<file path="config.mk">
export PLATFORM = sky130hd
export DESIGN_NAME = jtap_top
export DESIGN_NICKNAME = d
export VERILOG_FILES = /design/src/verilog/jtap_pkg.sv /design/src/verilog/jtap_fifo.sv /design/src/verilog/jtap_top.sv
export SDC_FILE = /design/constraint.sdc
export NUM_CORES = 1
export LEC_CHECK = 0
export ABC_AREA = 1
export ABC_CLOCK_PERIOD_IN_PS = 4300
export BUFFER_PORTS_ARGS = -buffer_cell sky130_fd_sc_hd__buf_2
export CAP_MARGIN = 10
export CORE_ASPECT_RATIO = 1.2
export CORE_MARGIN = 5
export CORE_UTILIZATION = 35
export CTS_BUF_LIST = sky130_fd_sc_hd__clkbuf_16
export CTS_CLUSTER_SIZE = 8
export DETAILED_ROUTE_END_ITERATION = 8
export PLACE_DENSITY = 0.57
export SYNTH_ARGS = -nofsm -noshare
export SYNTH_HDL_FRONTEND = slang
export SYNTH_HIERARCHICAL = 1
export SYNTH_SLANG_ARGS = --single-unit
export TNS_END_PERCENT = 20
</file>
<file path="constraint.sdc">
create_clock -name clk_in -period 4.3 [get_ports clk_in]
set_clock_uncertainty 0.1 [all_clocks]
set_input_delay 0.645 -clock clk_in [delete_from_list [all_inputs] [get_ports clk_in]]
set_output_delay 0.645 -clock clk_in [all_outputs]
set_load 0.03 [all_outputs]
</file>
<file path="src/verilog/jtap_pkg.sv">
package jtap_pkg;
  localparam int IR_W  = 3;
  localparam int BSR_W = 8;
  localparam logic [IR_W-1:0] IR_CAPTURE = 3'h4;
  localparam logic [IR_W-1:0] IR_EXTEST  = 3'h0;
  localparam logic [IR_W-1:0] IR_SAMPLE  = 3'h1;
  localparam logic [IR_W-1:0] IR_IDCODE  = 3'h2;
  localparam logic [IR_W-1:0] IR_BYPASS  = 3'h7;
  // identification word: arbitrary value
  localparam logic [31:0] ID_WORD = 32'h1234_5671;
  localparam int FIFO_DEPTH = 8;
  localparam int FIFO_W     = 8;

  typedef enum logic [15:0] {
    ST_RESET = 16'h0001, ST_IDLE  = 16'h0002, ST_SELDR = 16'h0004, ST_CAPDR = 16'h0008,
    ST_SHDR  = 16'h0010, ST_EX1DR = 16'h0020, ST_PSDR  = 16'h0040, ST_EX2DR = 16'h0080,
    ST_UPDR  = 16'h0100, ST_SELIR = 16'h0200, ST_CAPIR = 16'h0400, ST_SHIR  = 16'h0800,
    ST_EX1IR = 16'h1000, ST_PSIR  = 16'h2000, ST_EX2IR = 16'h4000, ST_UPIR  = 16'h8000
  } jtap_state_e;
endpackage

</file>
<file path="src/verilog/jtap_fifo.sv">
`timescale 1ns/1ps
module jtap_fifo #(
  parameter int WIDTH = 8,
  parameter int DEPTH = 8
) (
  // clock and reset
  input  wire logic             clk_in,
  input  wire logic             rst_n_in,
  // fill side
  input  wire logic             wr_valid_in,
  output logic                  wr_ready_out,
  input  wire logic [WIDTH-1:0] wr_data_in,
  // drain side
  output logic                  rd_valid_out,
  input  wire logic             rd_ready_in,
  output logic      [WIDTH-1:0] rd_data_out
);
  localparam int AW = $clog2(DEPTH);
  logic [WIDTH-1:0] mem_reg [DEPTH];
  logic [AW-1:0]    wr_ptr_reg;
  logic [AW-1:0]    rd_ptr_reg;
  logic [AW:0]      count_reg;
  logic             push;
  logic             pop;

  // handshake terms
  assign wr_ready_out = (count_reg != (AW+1)'(DEPTH)) ? 1'b1 : 1'b0;
  assign rd_valid_out = (count_reg != '0);
  assign rd_data_out  = mem_reg[rd_ptr_reg];
  assign push         = wr_valid_in && wr_ready_out;
  assign pop          = rd_valid_out && rd_ready_in;

  // storage write
  always_ff @(posedge clk_in) begin
    if (push) begin
      mem_reg[wr_ptr_reg] <= wr_data_in;
    end
  end

  // pointers and fill count
  always_ff @(posedge clk_in or negedge rst_n_in) begin
    if (!rst_n_in) begin
      wr_ptr_reg <= '0;
      rd_ptr_reg <= '0;
      count_reg  <= '0;
    end else begin
      if (push) begin
        wr_ptr_reg <= (wr_ptr_reg == AW'(DEPTH - 1)) ? '0 : wr_ptr_reg + AW'(1);
      end
      if (pop) begin
        rd_ptr_reg <= (rd_ptr_reg == AW'(DEPTH - 1)) ? '0 : rd_ptr_reg + AW'(1);
      end
      if (push && !pop) begin
        count_reg <= count_reg + (AW+1)'(1);
      end else if (pop && !push) begin
        count_reg <= count_reg - (AW+1)'(1);
      end
    end
  end
endmodule

</file>
<file path="src/verilog/jtap_top.sv">
`timescale 1ns/1ps
module jtap_top (
  // clock and reset
  input  wire logic                       clk_in,
  input  wire logic                       nrst_in,
  // test port pins
  input  wire logic                       tck_in,
  input  wire logic                       tms_in,
  input  wire logic                       tdi_in,
  output logic                            tdo_out,
  output logic                            tdo_oe_out,
  // boundary pins
  input  wire logic [jtap_pkg::BSR_W-1:0] pin_in,
  output logic      [jtap_pkg::BSR_W-1:0] bsr_par_out,
  // status
  output logic      [jtap_pkg::IR_W-1:0]  instr_out,
  output logic      [15:0]                state_out,
  output logic                            test_mode_out,
  // shifted-out byte stream
  output logic                            strm_valid_out,
  input  wire logic                       strm_ready_in,
  output logic      [jtap_pkg::FIFO_W-1:0] strm_data_out
);
  import jtap_pkg::*;

  logic              rst_s1_reg;
  logic              rst_n;
  logic [2:0]        tck_s_reg;
  logic [1:0]        tms_s_reg;
  logic [1:0]        tdi_s_reg;
  logic [1:0]        pin_s1_reg [BSR_W];
  logic [BSR_W-1:0]  pin_sync;
  logic              tck_rise;
  logic              tck_fall;
  logic              tms_s;
  logic              tdi_s;
  jtap_state_e       state_reg;
  jtap_state_e       state_next;
  logic [IR_W-1:0]   ir_sh_reg;
  logic [IR_W-1:0]   ir_reg;
  logic [BSR_W-1:0]  bsr_sh_reg;
  logic [BSR_W-1:0]  bsr_par_reg;
  logic [31:0]       id_sh_reg;
  logic              byp_reg;
  logic              tdo_reg;
  logic              tdo_oe_reg;
  logic              test_mode_reg;
  logic              bsr_sel;
  logic              id_sel;
  logic [FIFO_W-1:0] col_reg;
  logic [2:0]        col_cnt_reg;
  logic              col_push;
  logic              fifo_ready;
  logic              strm_valid;
  logic [FIFO_W-1:0] strm_data;
  logic              strm_valid_reg;
  logic [FIFO_W-1:0] strm_data_reg;
  logic              fifo_pop;

  // reset release through two flops
  always_ff @(posedge clk_in or negedge nrst_in) begin
    if (!nrst_in) begin
      rst_s1_reg <= 1'b0;
      rst_n      <= 1'b0;
    end else begin
      rst_s1_reg <= 1'b1;
      rst_n      <= rst_s1_reg;
    end
  end

  // pin synchronisers; tck keeps a third stage for edge finding
  always_ff @(posedge clk_in or negedge rst_n) begin
    if (!rst_n) begin
      tck_s_reg <= 3'h0;
      tms_s_reg <= 2'h3;
      tdi_s_reg <= 2'h0;
    end else begin
      tck_s_reg <= {tck_s_reg[1:0], tck_in};
      tms_s_reg <= {tms_s_reg[0], tms_in};
      tdi_s_reg <= {tdi_s_reg[0], tdi_in};
    end
  end

  // boundary pin synchronisers, one per bit
  for (genvar i = 0; i < BSR_W; i++) begin : g_pin
    always_ff @(posedge clk_in or negedge rst_n) begin
      if (!rst_n) begin
        pin_s1_reg[i] <= 2'h0;
      end else begin
        pin_s1_reg[i] <= {pin_s1_reg[i][0], pin_in[i]};
      end
    end
    assign pin_sync[i] = pin_s1_reg[i][1];
  end

  assign tck_rise = tck_s_reg[1] && !tck_s_reg[2];
  assign tck_fall = !tck_s_reg[1] && tck_s_reg[2];
  assign tms_s    = tms_s_reg[1];
  assign tdi_s    = tdi_s_reg[1];
  assign bsr_sel  = (ir_reg == IR_EXTEST) || (ir_reg == IR_SAMPLE);
  assign id_sel   = (ir_reg == IR_IDCODE);

  // next-state decode on tms
  always_comb begin
    state_next = state_reg;
    case (state_reg)
      ST_RESET: state_next = tms_s ? ST_RESET : ST_IDLE;
      ST_IDLE:  state_next = tms_s ? ST_SELDR : ST_IDLE;
      ST_SELDR: state_next = tms_s ? ST_SELIR : ST_CAPDR;
      ST_CAPDR: state_next = tms_s ? ST_EX1DR : ST_SHDR;
      ST_SHDR:  state_next = tms_s ? ST_EX1DR : ST_SHDR;
      ST_EX1DR: state_next = tms_s ? ST_UPDR : ST_PSDR;
      ST_PSDR:  state_next = tms_s ? ST_EX2DR : ST_PSDR;
      ST_EX2DR: state_next = tms_s ? ST_UPDR : ST_SHDR;
      ST_UPDR:  state_next = tms_s ? ST_SELDR : ST_IDLE;
      ST_SELIR: state_next = tms_s ? ST_RESET : ST_CAPIR;
      ST_CAPIR: state_next = tms_s ? ST_EX1IR : ST_SHIR;
      ST_SHIR:  state_next = tms_s ? ST_EX1IR : ST_SHIR;
      ST_EX1IR: state_next = tms_s ? ST_UPIR : ST_PSIR;
      ST_PSIR:  state_next = tms_s ? ST_EX2IR : ST_PSIR;
      ST_EX2IR: state_next = tms_s ? ST_UPIR : ST_SHIR;
      ST_UPIR:  state_next = tms_s ? ST_SELDR : ST_IDLE;
      default:  state_next = ST_RESET;
    endcase
  end

  always_ff @(posedge clk_in or negedge rst_n) begin
    if (!rst_n) begin
      state_reg <= ST_RESET;
    end else if (tck_rise) begin
      state_reg <= state_next;
    end
  end

  // instruction shift stage
  always_ff @(posedge clk_in or negedge rst_n) begin
    if (!rst_n) begin
      ir_sh_reg <= IR_CAPTURE;
    end else if (tck_rise) begin
      if (state_reg == ST_CAPIR) begin
        ir_sh_reg <= IR_CAPTURE;
      end else if (state_reg == ST_SHIR) begin
        ir_sh_reg <= {tdi_s, ir_sh_reg[IR_W-1:1]};
      end
    end
  end

  // current instruction, reloaded in test-logic-reset
  always_ff @(posedge clk_in or negedge rst_n) begin
    if (!rst_n) begin
      ir_reg <= IR_IDCODE;
    end else if (state_reg == ST_RESET) begin
      ir_reg <= IR_IDCODE;
    end else if (tck_fall && state_reg == ST_UPIR) begin
      ir_reg <= ir_sh_reg;
    end
  end

  // extest flag kept in step with the current instruction, so the pin stays glitch-free
  always_ff @(posedge clk_in or negedge rst_n) begin
    if (!rst_n) begin
      test_mode_reg <= 1'b0;
    end else if (state_reg == ST_RESET) begin
      test_mode_reg <= 1'b0; // reset instruction is never extest
    end else if (tck_fall && state_reg == ST_UPIR) begin
      test_mode_reg <= (ir_sh_reg == IR_EXTEST);
    end
  end

  // data registers: boundary, id and bypass
  always_ff @(posedge clk_in or negedge rst_n) begin
    if (!rst_n) begin
      bsr_sh_reg <= '0;
      id_sh_reg  <= ID_WORD;
      byp_reg    <= 1'b0;
    end else if (tck_rise) begin
      if (state_reg == ST_CAPDR) begin
        if (bsr_sel) begin
          bsr_sh_reg <= pin_sync;
        end
        if (id_sel) begin
          id_sh_reg <= ID_WORD;
        end
        byp_reg <= 1'b0;
      end else if (state_reg == ST_SHDR) begin
        if (bsr_sel) begin
          bsr_sh_reg <= {tdi_s, bsr_sh_reg[BSR_W-1:1]};
        end else if (id_sel) begin
          id_sh_reg <= {tdi_s, id_sh_reg[31:1]};
        end else begin
          byp_reg <= tdi_s;
        end
      end
    end
  end

  // boundary parallel output
  always_ff @(posedge clk_in or negedge rst_n) begin
    if (!rst_n) begin
      bsr_par_reg <= '0;
    end else if (tck_fall && state_reg == ST_UPDR && bsr_sel) begin
      bsr_par_reg <= bsr_sh_reg;
    end
  end

  // tdo changes on falling tck, driven only while shifting
  // the tester samples just before the next fall, so a tck period less the synchroniser delay is left for settling
  always_ff @(posedge clk_in or negedge rst_n) begin
    if (!rst_n) begin
      tdo_reg    <= 1'b0;
      tdo_oe_reg <= 1'b0;
    end else if (tck_fall) begin
      tdo_oe_reg <= (state_reg == ST_SHDR) || (state_reg == ST_SHIR);
      if (state_reg == ST_SHIR) begin
        tdo_reg <= ir_sh_reg[0];
      end else if (bsr_sel) begin
        tdo_reg <= bsr_sh_reg[0];
      end else if (id_sel) begin
        tdo_reg <= id_sh_reg[0];
      end else begin
        tdo_reg <= byp_reg;
      end
    end
  end

  // collect bits leaving the data register into bytes
  always_ff @(posedge clk_in or negedge rst_n) begin
    if (!rst_n) begin
      col_reg     <= '0;
      col_cnt_reg <= 3'h0;
    end else if (tck_rise && state_reg == ST_SHDR) begin
      col_reg     <= {tdo_reg, col_reg[FIFO_W-1:1]};
      col_cnt_reg <= col_cnt_reg + 3'h1;
    end
  end

  // a byte is offered when the eighth bit lands; dropped if full
  assign col_push = tck_rise && (state_reg == ST_SHDR) && (col_cnt_reg == 3'h7) && fifo_ready;

  jtap_fifo #(
    .WIDTH (FIFO_W),
    .DEPTH (FIFO_DEPTH)
  ) u_fifo (
    .clk_in       (clk_in),
    .rst_n_in     (rst_n),
    .wr_valid_in  (col_push),
    .wr_ready_out (fifo_ready),
    .wr_data_in   ({tdo_reg, col_reg[FIFO_W-1:1]}),
    .rd_valid_out (strm_valid),
    .rd_ready_in  (fifo_pop),
    .rd_data_out  (strm_data)
  );

  // output stage registers the fifo head
  // it refills in the cycle it is drained, so it holds one byte beyond the fifo
  assign fifo_pop = strm_valid && (!strm_valid_reg || strm_ready_in);
  always_ff @(posedge clk_in or negedge rst_n) begin
    if (!rst_n) begin
      strm_valid_reg <= 1'b0;
      strm_data_reg  <= '0;
    end else if (fifo_pop) begin
      strm_valid_reg <= 1'b1;
      strm_data_reg  <= strm_data;
    end else if (strm_ready_in) begin
      strm_valid_reg <= 1'b0;
    end
  end

  // registered outputs
  assign tdo_out        = tdo_reg;
  assign tdo_oe_out     = tdo_oe_reg;
  assign bsr_par_out    = bsr_par_reg;
  assign instr_out      = ir_reg;
  assign state_out      = state_reg;
  assign test_mode_out  = test_mode_reg;
  assign strm_valid_out = strm_valid_reg;
  assign strm_data_out  = strm_data_reg;
endmodule
</file>
==> flow_metrics.py, run 1 <==
metrics = {
    "setup_path": {
        "worstPathMaxFanout": 14,
        "endpoint_kind": "flip-flop",
        "cp-start-kind": "flip-flop",
        "crit_type": "reg -> reg",
        "cp_data_arrival_time_ns": 3.37,
        "critical_path_required_ns": 4.52,
    },
    "floorplan": {
        "die_w_um": 152,
        "start_util": 0.354,
        "die_h_um": 180,
        "die-area_mm2": 0.0274,
        "ios": 53,
        "coreArea_mm2": 0.0239,
        "rows": 62,
    },
    "cells_and_area": {
        "nets": 1005,
        "num_antenna_cells": 0,
        "drive_gt1_frac": 0.152,
        "fin_util": 0.403,
        "largest_reg_flops": 64,
        "syn2layout_area_growth_pct": 14.0,
    },
    "sta": {
        "fin_crit_sh": 0.732,
        "drv_slew": 0,
        "whs_ns": 0.208,
        "setup-tns-final_ns": 0,
        "fmax_mhz": 318,
        "tightest_slew_ns": 1.11,
        "fin_crit_ns": 3.15,
        "finalSetupViolCount": 0,
        "maxSlewHeadroom": 0.263,
        "hold_viol": 0,
        "rsz0062_at_grt": "no",
    },
    "placement": {
        "dp_hpwl_um": 11500,
        "gp_congestion": 0.854,
        "numPortBuffers": 52,
    },
    "synthesis": {
        "synth_seq_cells": 192,
        "synthDistinctLibCells": 37,
        "avgSynthCellArea_um2": 9.13,
        "ys_seq_area_frac": 0.609,
        "synth_warnings": 6,
        "syn-num-nets": 950,
        "synth_cells": 926,
        "synthesis.area_mm2": 0.00846,
    },
    "clock_network": {
        "clkLatencyLatePin_ns": 0.43,
        "cts_sinks": 192,
        "clkTransAtPathRegs_ns": 0.07,
        "cts_resized": 0,
        "clock_path_buffers": 2,
        "h-tree-depth": 4,
        "numCtsBuffers": 17,
        "cts_root_buffer": "clkbuf_16",
        "cts_tree": "built",
    },
    "detailed_routing": {
        "wl_per_cell_um": 12.9,
        "firstDrtPassIters": 5,
        "dr_total_vias": 5830,
        "via_per_inst": 4.44,
        "ant_nets": 0,
        "drt_iter0_drc": 292,
        "drc": 0,
        "drt-total-wl_um": 16900,
    },
    "global_route": {
        "overflow": 0,
        "grt_pass1_vias": 5926,
        "grt_pass1_wl_um": 28800,
        "grt_max_degree": 79,
        "antenna_found_initial": 0,
        "grt_use_total": 0.127,
    },
    "pwr": {
        "power_density_mw_per_mm2": 419,
        "vdd_drop_max_v": 0.000284,
        "power.leakage_nw": 4.71,
    },
    "flow_run": {
        "drv_cap": 0,
    },
    "run_status": {
        "status": "finished clean",
    },
    "hold_path": {
        "hold_path.class": "in -> reg",
    },
}
[path summary, 6_finish.rpt]
path,startpoint,end,slack (ns),cells after the start
min in group asynchronous,rst_n,state_out[3],0.40,0
max,state_out[6],u_fifo/count_reg[3],1.15,16
max reg2reg,state_out[6],u_fifo/count_reg[3],1.15,16
min reg2reg,tdi_s_reg[0],tdi_s_reg[1],0.25,0
min,tms_in,tms_s_reg[0],0.21,1
max in group asynchronous,rst_n,id_sh_reg[28],2.70,1
[cell families after synthesis]
group                    synth area share
other                            0.000443
AND/OR/NAND/NOR                     0.233
buffers and inverters              0.0796
AO/OA/AOI/OAI                      0.0598
XOR/XNOR                          0.00311
flip-flops                          0.609
adder cells (fa/ha/maj)            0.0157
[routing by layer]
metal,routed length (um),vias up,track usage
met5,0,-,0
li1,-,3012,-
met1,7630,2697,0.161
met4,318,0,0.0460
met2,8300,97,0.214
met3,640,24,0.0295
[metrics by stage]
| stage | worst slack [ns] | instance area, um^2 | power [mW] | cells |
|---|---|---|---|---|
| after CTS | 1.13 | 9640 | 4.09 | 1313 |
| after detailed placement | 1.14 | 9010 | 2.41 | 1281 |
| after global routing | 0.823 | 9640 | 4.22 | 1313 |
| after global placement | 1.19 | 9010 | 2.41 | 1281 |
| final | 1.15 | 9640 | 4.04 | 1313 |
| after floorplan | 0.401 | 8460 | 2.31 | 926 |
[cells in the final DEF (no fill, tap or decap), drive strengths merged]
cell	n
a31oi	1
a21oi	15
ha	9
dfstp	18
fa	1
edfxtp	64
dfrtp	110
clkinv	3
inv	131
nand2	297
nor2	113
buf	64
clkbuf	18
clkinvlp	1
conb	1
o21ai	68
nor3	8
xor2	1
nand3b	5
dlygate4sd3	1
or2	2
o22ai	8
nand4	4
bufinv	3
nand3	45
xnor2	2
[report_power, final]
| part | switching, mW | leakage [nW] | internal [mW] | total, mW |
|---|---|---|---|---|
| combinational | 0.248 | 2.16 | 0.0994 | 0.348 |
| sequential | 0.0596 | 2.24 | 1.97 | 2.03 |
| clock | 0.708 | 0.303 | 0.959 | 1.67 |
[what timing repair did]
item / in CTS / in global routing
setup buffers: 0 / 0
endpoints found under the hold margin: 2 / 0
hold buffers: 1 / 0
[cells in the mapped netlist]
master	number	area, um^2
nand3_4	1	17.5
buf_6	8	90.1
o22ai_1	8	50.1
nor2_4	4	45.0
nand3_2	1	10.0
nor2_1	105	394
nand2_4	1	11.3
buf_2	7	35.0
nor2_2	4	25.0
a21oi_1	15	75.1
nand3_1	43	215
or2_2	1	6.26
nand3b_2	1	11.3
inv_1	113	424
buf_4	7	52.6
xor2_1	1	8.76
nor3_1	8	40.0
xnor2_1	2	17.5
o21ai_0	29	145
o21ai_1	30	150
conb_1	1	3.75
nand4_1	4	25.0
dfstp_2	18	473
a31oi_1	1	6.26
clkbuf_1	7	26.3
or2_1	1	6.26
nand2_1	293	1100
nand2_2	3	18.8
inv_2	11	41.3
edfxtp_1	64	1920
fa_1	1	20.0
clkinv_1	1	3.75
o21ai_2	9	78.8
nand3b_4	1	20.0
nand3b_1	3	22.5
ha_1	9	113
dfrtp_1	110	2750
[worst max-delay path, stage by stage, from the launching register on]
cell	delay (ns)
dfrtp_1	0.41
nor2_1	0.17
nand3_1	0.12
nand3b_2	0.31
nor2_4	0.25
inv_2	0.14
nor2_1	0.14
nand2_2	0.17
inv_1	0.12
ha_1	0.16
inv_1	0.09
ha_1	0.31
or2_2	0.31
nand2_1	0.07
nand2_1	0.04
nand3_1	0.06
nand2_1	0.04
[area by class of cell]
type                       count  area, um^2
clock buffer                  18         450
clock inverter                13         169
fill                        2438       14300
inverter                     125         469
multi-input combinational    580        2640
sequential                   192        5150
tap                          320         400
timing repair buffer          65         360
Power figures use the tool's default switching activity.
==> run 2, diff against run 1 <==
--- a/config.mk
+++ b/config.mk
@@ -5,8 +5,8 @@
 export SDC_FILE = /design/constraint.sdc
 export NUM_CORES = 1
 export LEC_CHECK = 0
-export ABC_AREA = 1
-export ABC_CLOCK_PERIOD_IN_PS = 4300
+export ABC_AREA = 0
+export ABC_CLOCK_PERIOD_IN_PS = 3100
 export BUFFER_PORTS_ARGS = -buffer_cell sky130_fd_sc_hd__buf_2
 export CAP_MARGIN = 10
 export CORE_ASPECT_RATIO = 1.2
==> constraint.sdc (replaced) <==
create_clock -name clk_in -period 3.1 [get_ports clk_in]
set_clock_uncertainty 0.1 [all_clocks]
set_input_delay 0.465 -clock clk_in [delete_from_list [all_inputs] [get_ports clk_in]]
set_output_delay 0.465 -clock clk_in [all_outputs]
set_load 0.03 [all_outputs]
==> run 2 against run 1 <==
Routed wire length fell by 2.5%; cell area grew 0.38%; synthesized cell count decreased by 34%; largest power group unchanged; highest routed layer unchanged; count of clock-buffer cells in the layout shrank 1; die area shrank 3.1%; largest cell class unchanged; fmax up 6.7%; worst hold slack got worse by 0.18 ns; worst setup slack got worse by 1.0 ns; flip-flop and latch count did not move.
==> flow_metrics.py, run 2 <==
metrics = {
    "cells_and_area": {
        "fin_util": 0.418,
        "final_cell_mix": "dfrtp_1 (109), nand2_1 (73), edfxtp_1 (64)",
        "drive_gt1_frac": 0.298,
        "largest_reg_flops": 64,
        "syn2layout_area_growth_pct": 18.3,
        "layout.cells.non_filler": 1026,
        "num_antenna_cells": 0,
        "nets": 722,
        "final_common_cell": "dfrtp_1",
    },
    "detailed_routing": {
        "drt_iter0_drc": 425,
        "ant_nets": 0,
        "dr_total_vias": 5094,
        "via_per_inst": 4.96,
        "firstDrtPassIters": 5,
        "drt-total-wl_um": 16500,
        "drc": 0,
        "wl_per_cell_um": 16.1,
    },
    "synthesis": {
        "synth.most_common_cell": "dfrtp_1",
        "syn-num-nets": 637,
        "synth_ff_type": "dfrtp_1",
        "synth.largest_area_cell": "dfrtp_1",
        "ys_seq_area_frac": 0.629,
        "synth_edf_count": 64,
        "synthesis.area_mm2": 0.00818,
        "synthDistinctLibCells": 66,
        "synth_cells": 613,
        "synth_warnings": 6,
        "synth_common_cells": "dfrtp_1 (110), nand2_1 (73), edfxtp_1 (64)",
        "avgSynthCellArea_um2": 13.3,
        "synthTopCellsByArea": "dfrtp_1 (34%), edfxtp_1 (24%), dfstp_2 (5.8%), mux2_2 (4.3%), nand2_1 (3.4%)",
        "synth_seq_cells": 192,
        "ys_async_sr_fraction": 0.667,
        "synth_top_area_share": 0.337,
    },
    "sta": {
        "maxSlewHeadroom": 0.492,
        "tightest_slew_ns": 0.762,
        "fmax_mhz": 339,
        "hold_viol": 0,
        "rsz0062_at_grt": "no",
        "finalSetupViolCount": 0,
        "drv_slew": 0,
        "fin_crit_ns": 2.95,
        "fin_crit_sh": 0.953,
        "worst_slack_ns": 0.147,
    },
    "global_route": {
        "antenna_found_initial": 0,
        "grt_util_met3": 0.0332,
        "met1_usage": 0.160,
        "grt_pass1_wl_um": 28100,
        "overflow": 0,
        "grt_pass1_vias": 5416,
        "grt_use_total": 0.133,
        "grt_max_degree": 75,
        "grt.met2_usage": 0.237,
        "busiest_layer": "met2",
    },
    "floorplan": {
        "die_w_um": 150,
        "die-area_mm2": 0.0265,
        "die_h_um": 177,
        "rows": 61,
        "coreArea_mm2": 0.0231,
        "ios": 53,
        "start_util": 0.354,
    },
    "placement": {
        "numPortBuffers": 52,
        "dp.cells": 991,
        "gp_congestion": 0.884,
        "dp_slack_ns": -0.0308,
        "dp_hpwl_um": 11500,
    },
    "clock_network": {
        "clkTransAtPathRegs_ns": 0.08,
        "clkLatencyLatePin_ns": 0.43,
        "cts_root_buffer": "clkbuf_16",
        "cts_sinks": 192,
        "h-tree-depth": 4,
        "numCtsBuffers": 17,
        "cts_tree": "built",
        "clock_path_buffers": 2,
    },
    "pwr": {
        "vdd_drop_max_v": 0.000375,
        "power.leakage_nw": 4.17,
        "p_total_mw": 5.36,
        "power_density_mw_per_mm2": 554,
    },
    "setup_path": {
        "endpoint_kind": "flip-flop",
        "cp_slowest_stage_delay_ns": 0.48,
        "crit_chain": "nor4_4 -> and4_1 -> nand3_2 -> nor3_2 -> buf_4 -> nand2_8 -> inv_1 -> ha_2 -> inv_4 -> ha_4 -> or4_1 -> o211ai_1 -> o211ai_1",
        "cp_slowest_cell": "or4_1",
        "cp_data_arrival_time_ns": 3.15,
        "path_delay_family": "simple AND/OR/NAND/NOR gates",
        "critical_path_required_ns": 3.30,
        "crit_type": "reg -> reg",
        "worstPathMaxFanout": 8,
        "cp-start-kind": "flip-flop",
        "crit_buf_inv": 3,
        "crit_top_cell": "o211ai_1",
    },
    "flow_run": {
        "drv_cap": 0,
    },
    "run_status": {
        "status": "finished clean",
    },
    "hold_path": {
        "hold_path.class": "in -> reg",
    },
}
[run 2: cell count changes in the layout (fill, tap and decap cells not counted), moves of 29 or more]
cell,previous run,this run
nand2_1,293,73
inv_1,113,6
nor2_1,105,49
mux2_2,0,31
o21ai_1,30,0
buf_4,12,41
[run 2: repair_timing]
| action | in CTS | in global routing |
|---|---|---|
| buffers inserted | 0 | 2 |
| setup endpoints to repair | 1 | 1 |
| endpoints found under the hold margin | 2 | 0 |
| pin swaps | 2 | 6 |
| gates resized for setup | 0 | 9 |
| hold buffers | 1 | 0 |
[run 2: through the flow]
step           hold slack [ns]  cell area [um^2]  TNS [ns]
4_1_cts                 0.0104              9610         0
3_3_place_gp            0.0808              8990         0
3_5_place_dp            0.0796              8990   -0.0308
5_1_grt               0.000219              9670         0
2_1_floorplan           0.0694              8180     -1.55
6_report                0.0274              9670         0
[run 2: final timing paths]
| path | startpoint | to | slack [ns] | cells after the start |
|---|---|---|---|---|
| worst max-delay path | state_out[15] | u_fifo/count_reg[3] | 0.15 | 13 |
| worst min-delay path | pin_in[5] | pin_s1_reg[4] | 0.03 | 1 |
| worst max register to register | state_out[15] | u_fifo/count_reg[3] | 0.15 | 13 |
| worst min register to register | rst_n | strm_data_out[0] | 0.08 | 0 |
| max in group asynchronous | rst_n | state_out[0] | 2.01 | 1 |
| min in group asynchronous | rst_n | strm_data_out[0] | 0.08 | 0 |
[run 2: worst reg2reg max path: stages (launching register included)]
cell      delay [ns]
dfrtp_1         0.41
nor4_4          0.31
and4_1          0.27
nand3_2         0.12
nor3_2          0.17
buf_4           0.16
nand2_8         0.07
inv_1           0.06
ha_2            0.20
inv_4           0.06
ha_4            0.21
or4_1           0.48
o211ai_1        0.12
o211ai_1        0.12
[run 2: power by group]
group / leakage (nW) / internal [mW] / switching, mW
clock network: 0.296 / 1.10 / 1.09
logic: 1.60 / 0.136 / 0.310
registers: 2.27 / 2.67 / 0.0442
[run 2: layout make-up]
type	count	area, um^2
Fill cell	2114	13500
Sequential cell	192	5150
Multi-Input combinational cell	384	2880
Timing Repair Buffer	96	609
Clock buffer	17	425
Tap cell	315	394
Clock inverter	15	186
Inverter	7	28.8
[run 2: cell families (layout without fill, tap and decap cells)]
kind of cell / after synthesis / after routing / share of synthesized area
DFF: 192 / 192 / 0.629
adders and majority gates: 10 / 10 / 0.0162
buffers and inverters: 37 / 135 / 0.0233
muxes: 69 / 69 / 0.122
xor gates and xnor gates: 9 / 9 / 0.00964
other: 1 / 1 / 0.000459
and+or+nand+nor: 228 / 228 / 0.143
AOI/OAI and AO/OA: 67 / 67 / 0.0552
[run 2: routing by layer]
metal,share of wire,vias up
met1,0.42,2557
met3,0.034,21
met4,0.012,0
met5,0,-
li1,-,2419
met2,0.54,97
==> run 3, diff against run 2 <==
--- a/config.mk
+++ b/config.mk
@@ -16,6 +16,7 @@
 export CTS_CLUSTER_SIZE = 8
 export DETAILED_ROUTE_END_ITERATION = 8
 export PLACE_DENSITY = 0.57
+export RECOVER_POWER = 25
 export SYNTH_ARGS = -nofsm -noshare
 export SYNTH_HDL_FRONTEND = slang
 export SYNTH_HIERARCHICAL = 1
==> run 3 against run 2 <==
The flow now finishes with violations (capacitance limit, slew limit); core utilization fell by 0.087 points; worst hold slack got worse by 0.0021 ns; flip-flop and latch count unchanged; via count rose by 0.16%; fmax fell by 0.12%; total power is essentially flat; count of clock-buffer cells in the layout is the same; worst setup slack got worse by 0.0035 ns; clock power hardly changed; combinational power decreased by 1%; cell area decreased by 0.21%; critical path type unchanged.
==> flow_metrics.py, run 3 (synthesis gave the netlist of run 2 again) <==
metrics = {
    "run_status": {
        "status": "finished, violations left",
        "failed_checks": "capacitance limit, slew limit",
    },
    "placement": {
        "numPortBuffers": 52,
        "gp_congestion": 0.884,
        "dp_hpwl_um": 11500,
    },
    "detailed_routing": {
        "firstDrtPassIters": 4,
        "drt_iter0_drc": 415,
        "wl_per_cell_um": 16.0,
        "ant_nets": 0,
        "via_per_inst": 4.97,
        "drc": 0,
        "dr_total_vias": 5102,
        "drt-total-wl_um": 16500,
    },
    "clock_network": {
        "clkLatencyLatePin_ns": 0.43,
        "clock_path_buffers": 2,
        "cts_root_buffer": "clkbuf_16",
        "cts_tree": "built",
        "clkTransAtPathRegs_ns": 0.08,
        "h-tree-depth": 4,
        "numCtsBuffers": 17,
        "cts_sinks": 192,
    },
    "pwr": {
        "power.leakage_nw": 4.17,
        "power_density_mw_per_mm2": 554,
        "p_total_mw": 5.35,
        "vdd_drop_max_v": 0.000379,
    },
    "global_route": {
        "grt_pass1_vias": 5416,
        "grt_pass1_wl_um": 28100,
        "overflow": 0,
        "grt_max_degree": 75,
        "grt_use_total": 0.133,
        "antenna_found_initial": 0,
    },
    "setup_path": {
        "worstPathMaxFanout": 8,
        "crit_top_cell": "o211ai_1",
        "cp-startpoint": "state_out[15]",
        "crit_buf_inv": 3,
        "r2r_setup_slack_ns": 0.14,
        "reg2reg_depth": 13,
        "setup.worst_path.end": "u_fifo/count_reg[3]",
        "cp_slowest_cell": "or4_1",
        "cp-start-kind": "flip-flop",
        "r2r_start": "state_out[15]",
        "cp_slowest_stage_delay_ns": 0.48,
        "timing.rr.end": "u_fifo/count_reg[3]",
        "crit_chain": "nor4_4 -> and4_1 -> nand3_2 -> nor3_2 -> buf_4 -> nand2_8 -> inv_1 -> ha_2 -> inv_4 -> ha_4 -> or4_1 -> o211ai_1 -> o211ai_1",
        "cp_data_arrival_time_ns": 3.16,
        "path_depth": 13,
        "path_delay_family": "simple AND/OR/NAND/NOR gates",
        "endpoint_kind": "flip-flop",
        "crit_type": "reg -> reg",
        "critical_path_required_ns": 3.30,
    },
    "cells_and_area": {
        "drive_gt1_frac": 0.295,
        "largest_reg_flops": 64,
        "num_antenna_cells": 0,
        "multi_input_area_mm2": 0.00288,
        "regArea_mm2": 0.00515,
        "final_cell_mix": "dfrtp_1 (110), nand2_1 (73), edfxtp_1 (64)",
        "nets": 722,
        "syn2layout_area_growth_pct": 18.1,
        "final_common_cell": "dfrtp_1",
        "fill_cells": 2119,
    },
    "flow_run": {
        "drv_cap": 1,
    },
    "floorplan": {
        "start_util": 0.354,
        "die_w_um": 150,
        "coreArea_mm2": 0.0231,
        "ios": 53,
        "die-area_mm2": 0.0265,
        "die_h_um": 177,
        "rows": 61,
    },
    "hold_path": {
        "min_path_cells": 1,
        "hold_path.class": "in -> reg",
    },
    "sta": {
        "rsz0062_at_grt": "no",
        "finalSetupViolCount": 0,
        "hold_viol": 0,
        "fmax_mhz": 338,
        "maxSlewHeadroom": -0.187,
        "tightest_slew_ns": 1.78,
        "whs_ns": 0.0253,
        "fin_crit_sh": 0.954,
        "fin_crit_ns": 2.96,
        "drv_slew": 75,
    },
}
==> run 3: changes by cell type in the layout (fill, tap and decap cells not counted) <==
cell	change
buf_12	-1
buf_2	-1
clkbuf_1	+1
clkbuf_2	+1
dfrtp_1	+1
dfrtp_4	-1
==> run 3: worst min path at each step <==
| stage | startpoint | end | slack, ns |
|---|---|---|---|
| after floorplan | nrst_in | rst_n | 0.07 |
| after global placement | rst_n | col_reg[1] | 0.08 |
| after detailed placement | rst_n | col_reg[1] | 0.08 |
| after CTS | pin_in[5] | pin_s1_reg[4] | 0.01 |
| after global routing | pin_in[7] | pin_s1_reg[0] | 0.0002 |
| final | pin_in[5] | pin_s1_reg[4] | 0.03 |
==> run 3: metal layers <==
layer  wire length (um)  part of all wire  global-route usage
met1               6910              0.42               0.160
met2               8840              0.54               0.237
met3                544             0.033              0.0332
met4                161            0.0098              0.0343
met5                  0                 0                   0
==> run 3: what timing repair did <==
action                                  CTS  global route
setup buffers                             0             2
endpoints found under the setup margin    1             1
hold endpoints to repair                  2             0
hold buffers                              1             0
pin swaps                                 2             6
gates resized for setup                   0             9
==> run 3: power breakdown <==
group	total (mW)	switching (mW)	internal (mW)
combinational	0.440	0.307	0.133
sequential	2.72	0.0436	2.67
clock	2.20	1.09	1.10
==> run 3: cell type report <==
type                    instances  share of cell area
flip-flops and latches        192               0.533
multi-input cells             384               0.298
repair buffers                 96              0.0614
clock buffers                  17              0.0441
well taps                     315              0.0408
clock inverters                15              0.0193
inverters                       7             0.00298
==> run 3: worst register-to-register path, stage by stage (launching register included) <==
cell      delay, ns
dfrtp_1        0.41
nor4_4         0.31
and4_1         0.27
nand3_2        0.12
nor3_2         0.17
buf_4          0.16
nand2_8        0.07
inv_1          0.06
ha_2           0.20
inv_4          0.06
ha_4           0.21
or4_1          0.48
o211ai_1       0.12
o211ai_1       0.12
==> run 3: stage by stage <==
stage	setup slack (ns)	std cells	instance area, um^2	util	setup TNS, ns
floorplan	-0.422	613	8180	-	-1.55
global placement	0.0776	991	8990	0.389	0
detailed placement	-0.0308	991	8990	0.389	-0.0308
CTS	0.00168	1024	9610	0.416	0
global route	0.000767	1026	9650	0.417	0
finish	0.144	1026	9650	0.417	0
